File: src/pkg/dac_latch_pkg.sv
package dac_latch_pkg;
  localparam int WORD_W = 16;
  localparam int SEG_BITS = 4;
  localparam int SEG_N = 15;
  localparam int LADDER_W = 12;
  localparam logic [15:0] LATCH_RESET = 16'h0000;
  localparam logic [15:0] INREG_RESET = 16'h0000;
  localparam int FULL_SCALE = 65536;
  localparam logic HAS_LOAD_PIN = 1'b1;
endpackage

File: src/rtl/serial_dac_input_latch.sv
`timescale 1ns/1ns
// Notes on behaviour
// - Device is slave; master clocks, starts frames.
// - Chip select high: clock and data ignored.
// - Data sampled on rising clock, MSB first.
// - Chip select rise copies shift to input.
// - Extra clocks: last sixteen bits kept.
// - Short word keeps older unshifted bits.
// - Input register and latch reset to zero.
// - Shift register not reset at power-up.
// - No load pin: latch follows input load.
// - Load low after frame updates latch.
// - Load tied low updates after input load.
// - Top four bits decode to fifteen segments.
// - Latch code is straight unsigned binary.
// - Load low, chip select high: latch tracks input register.
module serial_dac_input_latch
  import dac_latch_pkg::*;
#(
  parameter int W = WORD_W,
  parameter bit LOAD_PIN = HAS_LOAD_PIN
) (
  input wire logic CLK,
  input wire logic ARST_N,
  input wire logic CS_N,
  input wire logic SCLK,
  input wire logic SDI,
  input wire logic LATCH_LOAD_N,
  input wire logic WORD_READY,
  output logic WORD_VALID,
  output logic [W-1:0] WORD_DATA,
  output logic [W-1:0] LATCH_CODE,
  output logic [SEG_N-1:0] SEGMENT_SWITCHES,
  output logic [LADDER_W-1:0] LADDER_SWITCHES
);
  logic [2:0] cs_s, sck_s, sdi_s, ld_s;
  logic [W-1:0] shift;
  logic [W-1:0] input_reg;
  logic sck_rise, cs_rise, cs_low, load_low;
  // Two-entry buffer of words handed to the downstream user.
  logic [W-1:0] buf_mem [2];
  logic [1:0] buf_cnt;
  logic buf_wp, buf_rp;
  logic buf_push, buf_pop;

  always_ff @(posedge CLK or negedge ARST_N) begin
    if (!ARST_N) begin
      cs_s <= 3'h7;
      sck_s <= 3'h0;
      sdi_s <= 3'h0;
      ld_s <= 3'h7;
    end else begin
      cs_s <= {cs_s[1:0], CS_N};
      sck_s <= {sck_s[1:0], SCLK};
      sdi_s <= {sdi_s[1:0], SDI};
      ld_s <= {ld_s[1:0], LATCH_LOAD_N};
    end
  end

  // Stage 0 only feeds stage 1; edges are found between stages 1 and 2.
  assign cs_low = ~cs_s[1];
  assign sck_rise = sck_s[1] & ~sck_s[2];
  assign cs_rise = cs_s[1] & ~cs_s[2];
  assign load_low = ~ld_s[1];

  // The shift register has no reset, as in the converter itself.
  always_ff @(posedge CLK) begin
    if (cs_low && sck_rise) begin
      shift <= {shift[W-2:0], sdi_s[1]};
    end
  end

  always_ff @(posedge CLK or negedge ARST_N) begin
    if (!ARST_N) begin
      input_reg <= INREG_RESET;
    end else if (cs_rise) begin
      input_reg <= shift;
    end
  end

  // The latch follows the input register while load is low and chip select is high, so a tied-low
  // load gives an update one cycle after the chip select rise.
  always_ff @(posedge CLK or negedge ARST_N) begin
    if (!ARST_N) begin
      LATCH_CODE <= LATCH_RESET;
    end else if (!LOAD_PIN && cs_rise) begin
      LATCH_CODE <= shift;
    end else if (LOAD_PIN && load_low && cs_s[1]) begin
      LATCH_CODE <= input_reg;
    end
  end

  // Segment k closes when the top nibble exceeds k; thermometer code.
  always_ff @(posedge CLK or negedge ARST_N) begin
    if (!ARST_N) begin
      SEGMENT_SWITCHES <= '0;
      LADDER_SWITCHES <= '0;
    end else begin
      for (int k = 0; k < SEG_N; k++) begin
        SEGMENT_SWITCHES[k] <= (LATCH_CODE[W-1 -: SEG_BITS] > k[SEG_BITS-1:0]);
      end
      LADDER_SWITCHES <= LATCH_CODE[LADDER_W-1:0];
    end
  end

  // A stalled consumer holds words; a third word while full is dropped.
  assign buf_push = cs_rise && (buf_cnt != 2'd2);
  assign buf_pop = WORD_VALID && WORD_READY;
  assign WORD_VALID = (buf_cnt != 2'd0);
  assign WORD_DATA = buf_mem[buf_rp];

  always_ff @(posedge CLK or negedge ARST_N) begin
    if (!ARST_N) begin
      buf_cnt <= 2'd0;
      buf_wp <= 1'b0;
      buf_rp <= 1'b0;
      buf_mem[0] <= '0;
      buf_mem[1] <= '0;
    end else begin
      if (buf_push) begin
        buf_mem[buf_wp] <= shift;
        buf_wp <= ~buf_wp;
      end
      if (buf_pop) begin
        buf_rp <= ~buf_rp;
      end
      buf_cnt <= buf_cnt + {1'b0, buf_push} - {1'b0, buf_pop};
    end
  end
endmodule

File: config.mk
export PLATFORM = sky130hd
export DESIGN_NAME = serial_dac_input_latch
export DESIGN_NICKNAME = d
export VERILOG_FILES = /design/src/pkg/dac_latch_pkg.sv /design/src/rtl/serial_dac_input_latch.sv
export SDC_FILE = /design/constraint.sdc
export NUM_CORES = 1
export LEC_CHECK = 0
export ABC_AREA = 1
export ABC_CLOCK_PERIOD_IN_PS = 1670
export BUFFER_PORTS_ARGS = -buffer_cell sky130_fd_sc_hd__buf_2
export CORE_MARGIN = 1
export CORE_UTILIZATION = 40
export CTS_CLUSTER_SIZE = 8
export DETAILED_ROUTE_END_ITERATION = 16
export GPL_TIMING_DRIVEN = 0
export PLACE_DENSITY = 0.61
export SYNTH_ARGS = -nofsm -noshare
export SYNTH_HDL_FRONTEND = slang
export SYNTH_SLANG_ARGS = --single-unit
export TNS_END_PERCENT = 30
File: constraint.sdc
create_clock -name CLK -period 1.67 [get_ports CLK]
set_input_delay 0.4175 -clock CLK [delete_from_list [all_inputs] [get_ports CLK]]
set_output_delay 0.4175 -clock CLK [all_outputs]
set_load 0.02 [all_outputs]
==> results of run 1 <==
## layout make-up
class,count,area share
buffer,23,0.0316
clock buffer,21,0.0785
clock inverter,11,0.0290
inverter,28,0.0201
multi-input combinational,248,0.206
sequential,121,0.531
tap,140,0.0299
timing repair buffer,69,0.0738
## worst max-delay path: cells and delay by family, from the launching register on
| kind | cells | cell delay [ns] |
|---|---|---|
| buffers and inverters | 4 | 0.45 |
| flip-flops | 1 | 0.37 |
| AND/OR/NAND/NOR | 2 | 0.13 |
## per-layer routing
metal,vias up,share of wire
met1,1594,0.44
met2,96,0.51
met3,4,0.050
met4,0,0.0050
met5,-,0
li1,1534,-
## worst min-delay path by stage
stage                             from                           end  depth (start not counted)
global route              LATCH_LOAD_N             ld_s[0]$_DFF_PN1_                          1
CTS                       LATCH_LOAD_N             ld_s[0]$_DFF_PN1_                          1
detailed placement  sdi_s[0]$_DFF_PN0_            sdi_s[1]$_DFF_PN0_                          0
global placement    sdi_s[0]$_DFF_PN0_            sdi_s[1]$_DFF_PN0_                          0
floorplan                       ARST_N  LADDER_SWITCHES[0]$_DFF_PN0_                          0
finish                          ARST_N    LATCH_CODE[15]$_DFFE_PN0P_                          1
## through the flow
step	setup WS [ns]	power, µW	instance area (µm²)	std cells
after floorplan	0.110	5900	4560	420
after global placement	-0.922	6760	5070	626
after detailed placement	-0.172	6830	5090	627
after CTS	-0.101	11000	5830	661
after global routing	-0.148	11700	5860	661
final	-0.0925	11000	5860	661
## timing repair
item,CTS,global route
endpoints found under the setup margin,35,19
hold buffers,0,0
buffers inserted,2,0
pin swaps,0,1
endpoints found under the hold margin,0,0
resized for setup,29,9
## cell usage in the layout, fill, tap and decap left out, types with 2 or more instances in the layout
cell	instances
buf_8	2
clkinv_2	2
inv_1	25
buf_4	8
dfstp_2	5
clkbuf_1	4
dfrtp_1	99
buf_2	61
edfxtp_1	16
bufinv_16	4
nand2_2	2
a21oi_1	2
inv_2	2
clkbuf_16	17
o21ai_0	19
nand4_1	32
o21ai_2	13
clkinv_4	3
buf_6	17
nand2_1	159
o21ai_1	3
nor2_1	4
clkbuf_8	2
nand2_4	2
## report_power, final
group	total [µW]	leakage [µW]	switching (µW)	internal [µW]
Combinational	3190	0.00119	1990	1200
Sequential	4010	0.00143	350	3650
Clock	3830	0.000308	1250	2580
Total	11000	0.00294	3580	7440
## cells by family after synthesis
family,Yosys count,synth area share
AOI/OAI and AO/OA,38,0.0529
xor gates and xnor gates,2,0.00384
adders and majority gates,2,0.00549
buffers and inverters,51,0.0587
DFF,121,0.683
and+or+nand+nor,206,0.196
==> flow_summary.toml, run 1 <==
[status]
outcome = "complete, but fails checks"
violations = "negative setup slack"

[cells_and_area]
post-route-util = 0.534
syn_to_final_growth_pct = 28.6
finalNetCount = 517
largest_reg_flops = 32
diodes = 0
seq_area_um2 = 3120
regMostFlops = "buf_mem"
multi_input_area_um2 = 1210
nFillCells = 923
drive_above_1_share = 0.290

[drt]
via_count = 3228
wl_per_cell_um = 14.0
vias_per_cell = 4.88
first_iter_violations = 247
drtPass1Iterations = 4
routed_wl_um = 9250
ant_nets = 0
drc_errors = 0

[placement]
portBuffers = 66
gp_congestion = 0.799
hpwl_um = 6090

[global_route]
grt_pass1_vias = 3177
antenna_found_initial = 0
top_usage_layer = "met2"
grt_first_pass_wirelength_um = 15300
met2_usage = 0.270
use_met1 = 0.227
grt_max_degree = 65
grt-ovfl-total = 0
grt_usage = 0.173
grt_util_met3 = 0.0472

[synthesis]
synth_flop_cell = "dfrtp_1"
synthesis.nets = 429
ys.warnings.count = 0
synth_edf_count = 16
synthCells = 420
synthTopCellsByArea = "dfrtp_1 55%, nand2_1 13%, edfxtp_1 11%"
yosys.area.top_type = "dfrtp_1"
synthTopCellsByCount = "162 x nand2_1, 100 x dfrtp_1, 32 x nand4_1"
synth_most_common_cell = "nand2_1"
syn_area_um2 = 4560
yosysUniqueCellTypes = 29
synth_top_cell_area_share = 0.549
ys_ff_latch = 121
ys_seq_area_frac = 0.683
synth-async-reset-ratio = 0.868
syn_avg_cell_area_um2 = 10.9

[cts]
clk_latency_ns = 0.40
cts_sinks = 121
clk_pin_slew_ns = 0.06
htree_levels = 4
root_buffer = "clkbuf_16"
tritoncts = "yes"
clk_path_buf_depth = 2
cts_buffers = 17

[sta]
finalCriticalPeriod_ns = 1.76
skew_ns = 0.00766
setup_ws_ns = -0.0925
slew_violations = 0
slew_headroom = 0.476
setup_tns_ns = -1.22
fin_hold_ws_ns = 0.0999
finalCritPeriodShare = 1.06
finalHoldViolations = 0
fmax_ghz = 0.567
tightest_slew_ns = 0.785
setup_viol = 17
rsz0062_at_grt = "true"

[worst_setup_path]
slowest_stage = "dfrtp_1"
crit_arrival_ns = 1.35
worstReg2RegStart = "cs_s[1]$_DFF_PN1_"
end_kind = "output pin"
rrSetupSlack_ns = 0.01
crit_required_ns = 1.25
cpPeakStageDelay_ns = 0.37
path_cells = "buf_6 -> clkinv_8 -> buf_8 -> nand2_1 -> nand2_2 -> buf_6"
r2r_end = "buf_cnt[1]$_DFF_PN0_"
reg2reg_depth = 9
crit_type = "register to output pin"
cpMostUsedCell = "buf_6"
cp-startpoint = "buf_rp$_DFFE_PN0P_"
critPathLaunchType = "register"
worstSetupEndpoint = "WORD_DATA[0]"
crit_fanout = 10

[floorplanning]
core-area_um2 = 11000
start_util = 0.415
ioPinCount = 67
die_area_um2 = 11800
die_h_um = 109
die_w_um = 109
rows = 38

[power_and_ir_drop]
p_per_area_nw_per_um2 = 1880
ir_drop_uv = 902
p_leak_uw = 0.00294

[flow_run]
cap_violations = 0

[worst_hold_path]
min-delay-path-class = "input pin to async pin"
Note: power is estimated with default switching activity, not from simulation.
==> run 2: changes to the inputs <==
--- a/config.mk
+++ b/config.mk
@@ -10,2 +10,3 @@
 export BUFFER_PORTS_ARGS = -buffer_cell sky130_fd_sc_hd__buf_2
+export CAP_MARGIN = 10
 export CORE_MARGIN = 1
--- a/constraint.sdc
+++ b/constraint.sdc
@@ -3,2 +3,2 @@
 set_output_delay 0.4175 -clock CLK [all_outputs]
-set_load 0.02 [all_outputs]
+set_load 0.1 [all_outputs]
==> flow_summary.toml, run 2 (synthesis gave the netlist of run 1 again) <==
[cells_and_area]
final_cell_mix = "126 x nand2_1, 99 x dfrtp_1, 46 x buf_2, 32 x nand4_1, 25 x inv_1"
nFillCells = 922
diodes = 0
syn_to_final_growth_pct = 36.2
largest_reg_flops = 32
drive_above_1_share = 0.344
finalNetCount = 521
instances_no_fill = 663
regMostFlops = "buf_mem"
layout_commonest_cell = "nand2_1"

[floorplanning]
die_area_um2 = 11800
core-area_um2 = 11000
die_w_um = 109
rows = 38
die_h_um = 109
start_util = 0.415
ioPinCount = 67

[worst_hold_path]
min-delay-path-class = "input pin to register"

[sta]
slew_violations = 0
setup_ws_ns = -0.166
rsz0062_at_grt = "true"
finalCriticalPeriod_ns = 1.84
tightest_slew_ns = 0.767
setup_tns_ns = -2.49
finalCritPeriodShare = 1.10
fmax_ghz = 0.545
slew_headroom = 0.488
skew_ns = 0.00495
finalHoldViolations = 0
fin_hold_ws_ns = 0.102
setup_viol = 17

[cts]
cts_buffers = 17
root_buffer = "clkbuf_16"
clk_path_buf_depth = 2
clk_latency_ns = 0.41
htree_levels = 4
cts_sinks = 121
tritoncts = "yes"
clk_pin_slew_ns = 0.05

[global_route]
grt_util_met3 = 0.0580
grt_pass1_vias = 3240
antenna_found_initial = 0
grt_max_degree = 70
use_met1 = 0.224
met2_usage = 0.288
grt-ovfl-total = 0
top_usage_layer = "met2"
grt_first_pass_wirelength_um = 15800
grt_usage = 0.183

[placement]
gp_congestion = 0.799
dp_cells = 627
portBuffers = 66
hpwl_um = 6220

[worst_setup_path]
end_kind = "output pin"
crit_fanout = 5
crit_required_ns = 1.25
critPathLaunchType = "register"
crit_arrival_ns = 1.42
crit_type = "register to output pin"

[drt]
vias_per_cell = 4.92
via_count = 3265
routed_wl_um = 9720
wl_per_cell_um = 14.7
ant_nets = 0
drtPass1Iterations = 5
drc_errors = 0
first_iter_violations = 135

[status]
outcome = "complete, but fails checks"
violations = "negative setup slack"

[flow_run]
cap_violations = 0
-- run 2: cell types whose count changed in the layout (fill, tap and decap cells not counted), sizes merged --
cell,before,now
clkbuf,23,32
clkinvlp,1,0
buf,90,89
inv,28,27
bufinv,4,1
clkinv,6,4
dlygate4sd3,0,1
-- run 2: repair_timing --
| item | 4_1_cts | 5_1_grt |
|---|---|---|
| cloned | 1 | 0 |
| pin swaps | 7 | 15 |
| gates resized for setup | 118 | 26 |
| hold buffers | 1 | 0 |
| hold endpoints to repair | 31 | 0 |
| buffers inserted | 4 | 0 |
| endpoints found under the setup margin | 40 | 24 |
-- run 2: layout make-up --
class / instances / area, µm² / area share
sequential: 121 / 3120 / 0.502
buffer: 23 / 189 / 0.0304
clock buffer: 26 / 489 / 0.0788
timing repair buffer: 73 / 712 / 0.115
inverter: 28 / 118 / 0.0189
multi-input combinational: 248 / 1370 / 0.220
clock inverter: 4 / 45.0 / 0.00725
tap: 140 / 175 / 0.0282
-- run 2: worst paths after layout --
| kind | from | end | slack (ns) | cells after the start |
|---|---|---|---|---|
| setup / recovery | buf_rp$_DFFE_PN0P_ | WORD_DATA[13] | -0.17 | 6 |
| setup reg to reg | cs_s[1]$_DFF_PN1_ | buf_cnt[1]$_DFF_PN0_ | 0 | 10 |
| min in group asynchronous | ARST_N | SEGMENT_SWITCHES[0]$_DFF_PN0_ | 0.52 | 2 |
| hold / removal | LATCH_LOAD_N | ld_s[0]$_DFF_PN1_ | 0.10 | 1 |
| hold reg to reg | sdi_s[0]$_DFF_PN0_ | sdi_s[1]$_DFF_PN0_ | 0.34 | 0 |
| max in group asynchronous | ARST_N | buf_cnt[1]$_DFF_PN0_ | 0.43 | 3 |
-- run 2: worst max-delay path, cell delays in order, from the launching register on --
cell and delay (ns):
dfrtp_1 0.36, buf_6 0.14, clkinv_8 0.07, buf_8 0.13, nand2_2 0.05, nand2_2 0.08, buf_12 0.17
-- run 2: metrics by stage --
step	utilization	setup WS, ns	instance area (µm²)
finish	0.565	-0.166	6210
global route	0.565	-0.210	6210
CTS	0.557	-0.175	6120
detailed placement	0.465	-0.288	5110
global placement	0.462	-0.923	5080
floorplan	-	-0.237	4570
-- run 2: layer usage --
layer,part of all wire,routed length [µm]
met1,0.41,4000
met2,0.51,4980
met3,0.055,536
met4,0.021,202
met5,0,0
Power of run 2 is left out: the tool's default activity adds up to more than one toggle a clock period on the data nets, which glitch-free logic cannot reach.
==> run 3: changes to the inputs <==
- MAX_ROUTING_LAYER: default -> met4
==> flow_summary.toml, run 3 (synthesis gave the netlist of run 1 again) <==
[worst_setup_path]
worstReg2RegStart = "cs_s[1]$_DFF_PN1_"
crit_fanout = 5
cp-startpoint = "buf_rp$_DFFE_PN0P_"
critPathLaunchType = "register"
crit_type = "register to output pin"
end_kind = "output pin"
crit_arrival_ns = 1.42
crit_required_ns = 1.25

[floorplanning]
rows = 38
die_area_um2 = 11800
ioPinCount = 67
die_h_um = 109
start_util = 0.415
core-area_um2 = 11000
die_w_um = 109

[placement]
place_ws_ns = -0.288
portBuffers = 66
placed_area_um2 = 5110
gp_congestion = 0.811
hpwl_um = 6220

[drt]
ant_nets = 0
via_count = 3245
wl_per_cell_um = 14.8
routed_wl_um = 9790
drc_errors = 0
vias_per_cell = 4.89
drtPass1Iterations = 4
first_iter_violations = 167

[cells_and_area]
layout_commonest_cell = "nand2_1"
final_cell_mix = "126 x nand2_1, 99 x dfrtp_1, 46 x buf_2, 32 x nand4_1, 25 x inv_1"
fin_area_um2 = 6210
seq_area_um2 = 3120
drive_above_1_share = 0.344
multi_input_area_um2 = 1370
post-route-util = 0.565
finalNetCount = 521
largest_reg_flops = 32
syn_to_final_growth_pct = 36.2
nFillCells = 922
diodes = 0
regMostFlops = "buf_mem"

[sta]
skew_ns = 0.00664
finalCritPeriodShare = 1.10
setup_ws_ns = -0.166
setup_tns_ns = -2.52
fmax_ghz = 0.545
finalHoldViolations = 0
slew_headroom = 0.486
finalCriticalPeriod_ns = 1.84
setup_viol = 17
rsz0062_at_grt = "true"
tightest_slew_ns = 0.770
slew_violations = 0

[cts]
root_buffer = "clkbuf_16"
clk_path_buf_depth = 2
cts_buffers = 17
tritoncts = "yes"
htree_levels = 4
clk_latency_ns = 0.41
clk_pin_slew_ns = 0.05
cts_sinks = 121

[worst_hold_path]
min-delay-path-class = "input pin to register"
hp-start = "LATCH_LOAD_N"

[status]
violations = "negative setup slack"
outcome = "complete, but fails checks"

[flow_run]
cap_violations = 0

[global_route]
grt_first_pass_wirelength_um = 15900
antenna_found_initial = 0
grt_usage = 0.188
grt_pass1_vias = 3241
grt_max_degree = 70
grt-ovfl-total = 0
==> run 3: metrics by stage <==
| stage | hold WS (ns) | cells |
|---|---|---|
| 2_1_floorplan | 0.122 | 420 |
| 3_5_place_dp | 0.335 | 627 |
| 5_1_grt | 0.0865 | 663 |
| 4_1_cts | 0.0831 | 663 |
| 3_3_place_gp | 0.333 | 626 |
| 6_report | 0.104 | 663 |
==> run 3: final cells by class <==
type	count	area share
inverter	28	0.0189
multi-input combinational	248	0.220
buffer	23	0.0304
clock buffer	26	0.0788
sequential	121	0.502
timing repair buffer	73	0.115
clock inverter	4	0.00725
tap	140	0.0282
==> run 3: timing repair <==
item                                   4_1_cts  5_1_grt
setup endpoints to repair                   40       24
pin swaps                                    7       15
cloned                                       1        0
buffers inserted                             4        0
gates resized for setup                    118       26
hold buffers                                 1        0
endpoints found under the hold margin       31        0
==> run 3: worst paths after layout <==
check                                                 to  slack, ns  cells after the start
setup / recovery                           WORD_DATA[10]      -0.17                      6
hold / removal                         ld_s[0]$_DFF_PN1_       0.10                      1
setup reg to reg                    buf_cnt[1]$_DFF_PN0_       0.01                     10
hold reg to reg                       sdi_s[1]$_DFF_PN0_       0.34                      0
max in group asynchronous           buf_cnt[1]$_DFF_PN0_       0.43                      3
min in group asynchronous  SEGMENT_SWITCHES[0]$_DFF_PN0_       0.52                      2
==> run 3: critical path, cell delays in order (launching register included) <==
cell and delay (ns):
dfrtp_1 0.36, buf_6 0.14, clkinv_8 0.07, buf_8 0.12, nand2_2 0.05, nand2_2 0.08
buf_12 0.17
==> run 3: per-layer routing <==
layer	part of all wire	global-route usage	vias up
met3	0.058	0.0586	16
met5	0	-	-
met1	0.41	0.226	1578
li1	-	-	1543
met2	0.51	0.288	108
met4	0.019	0.0936	0
Power of run 3 is left out for the same reason.
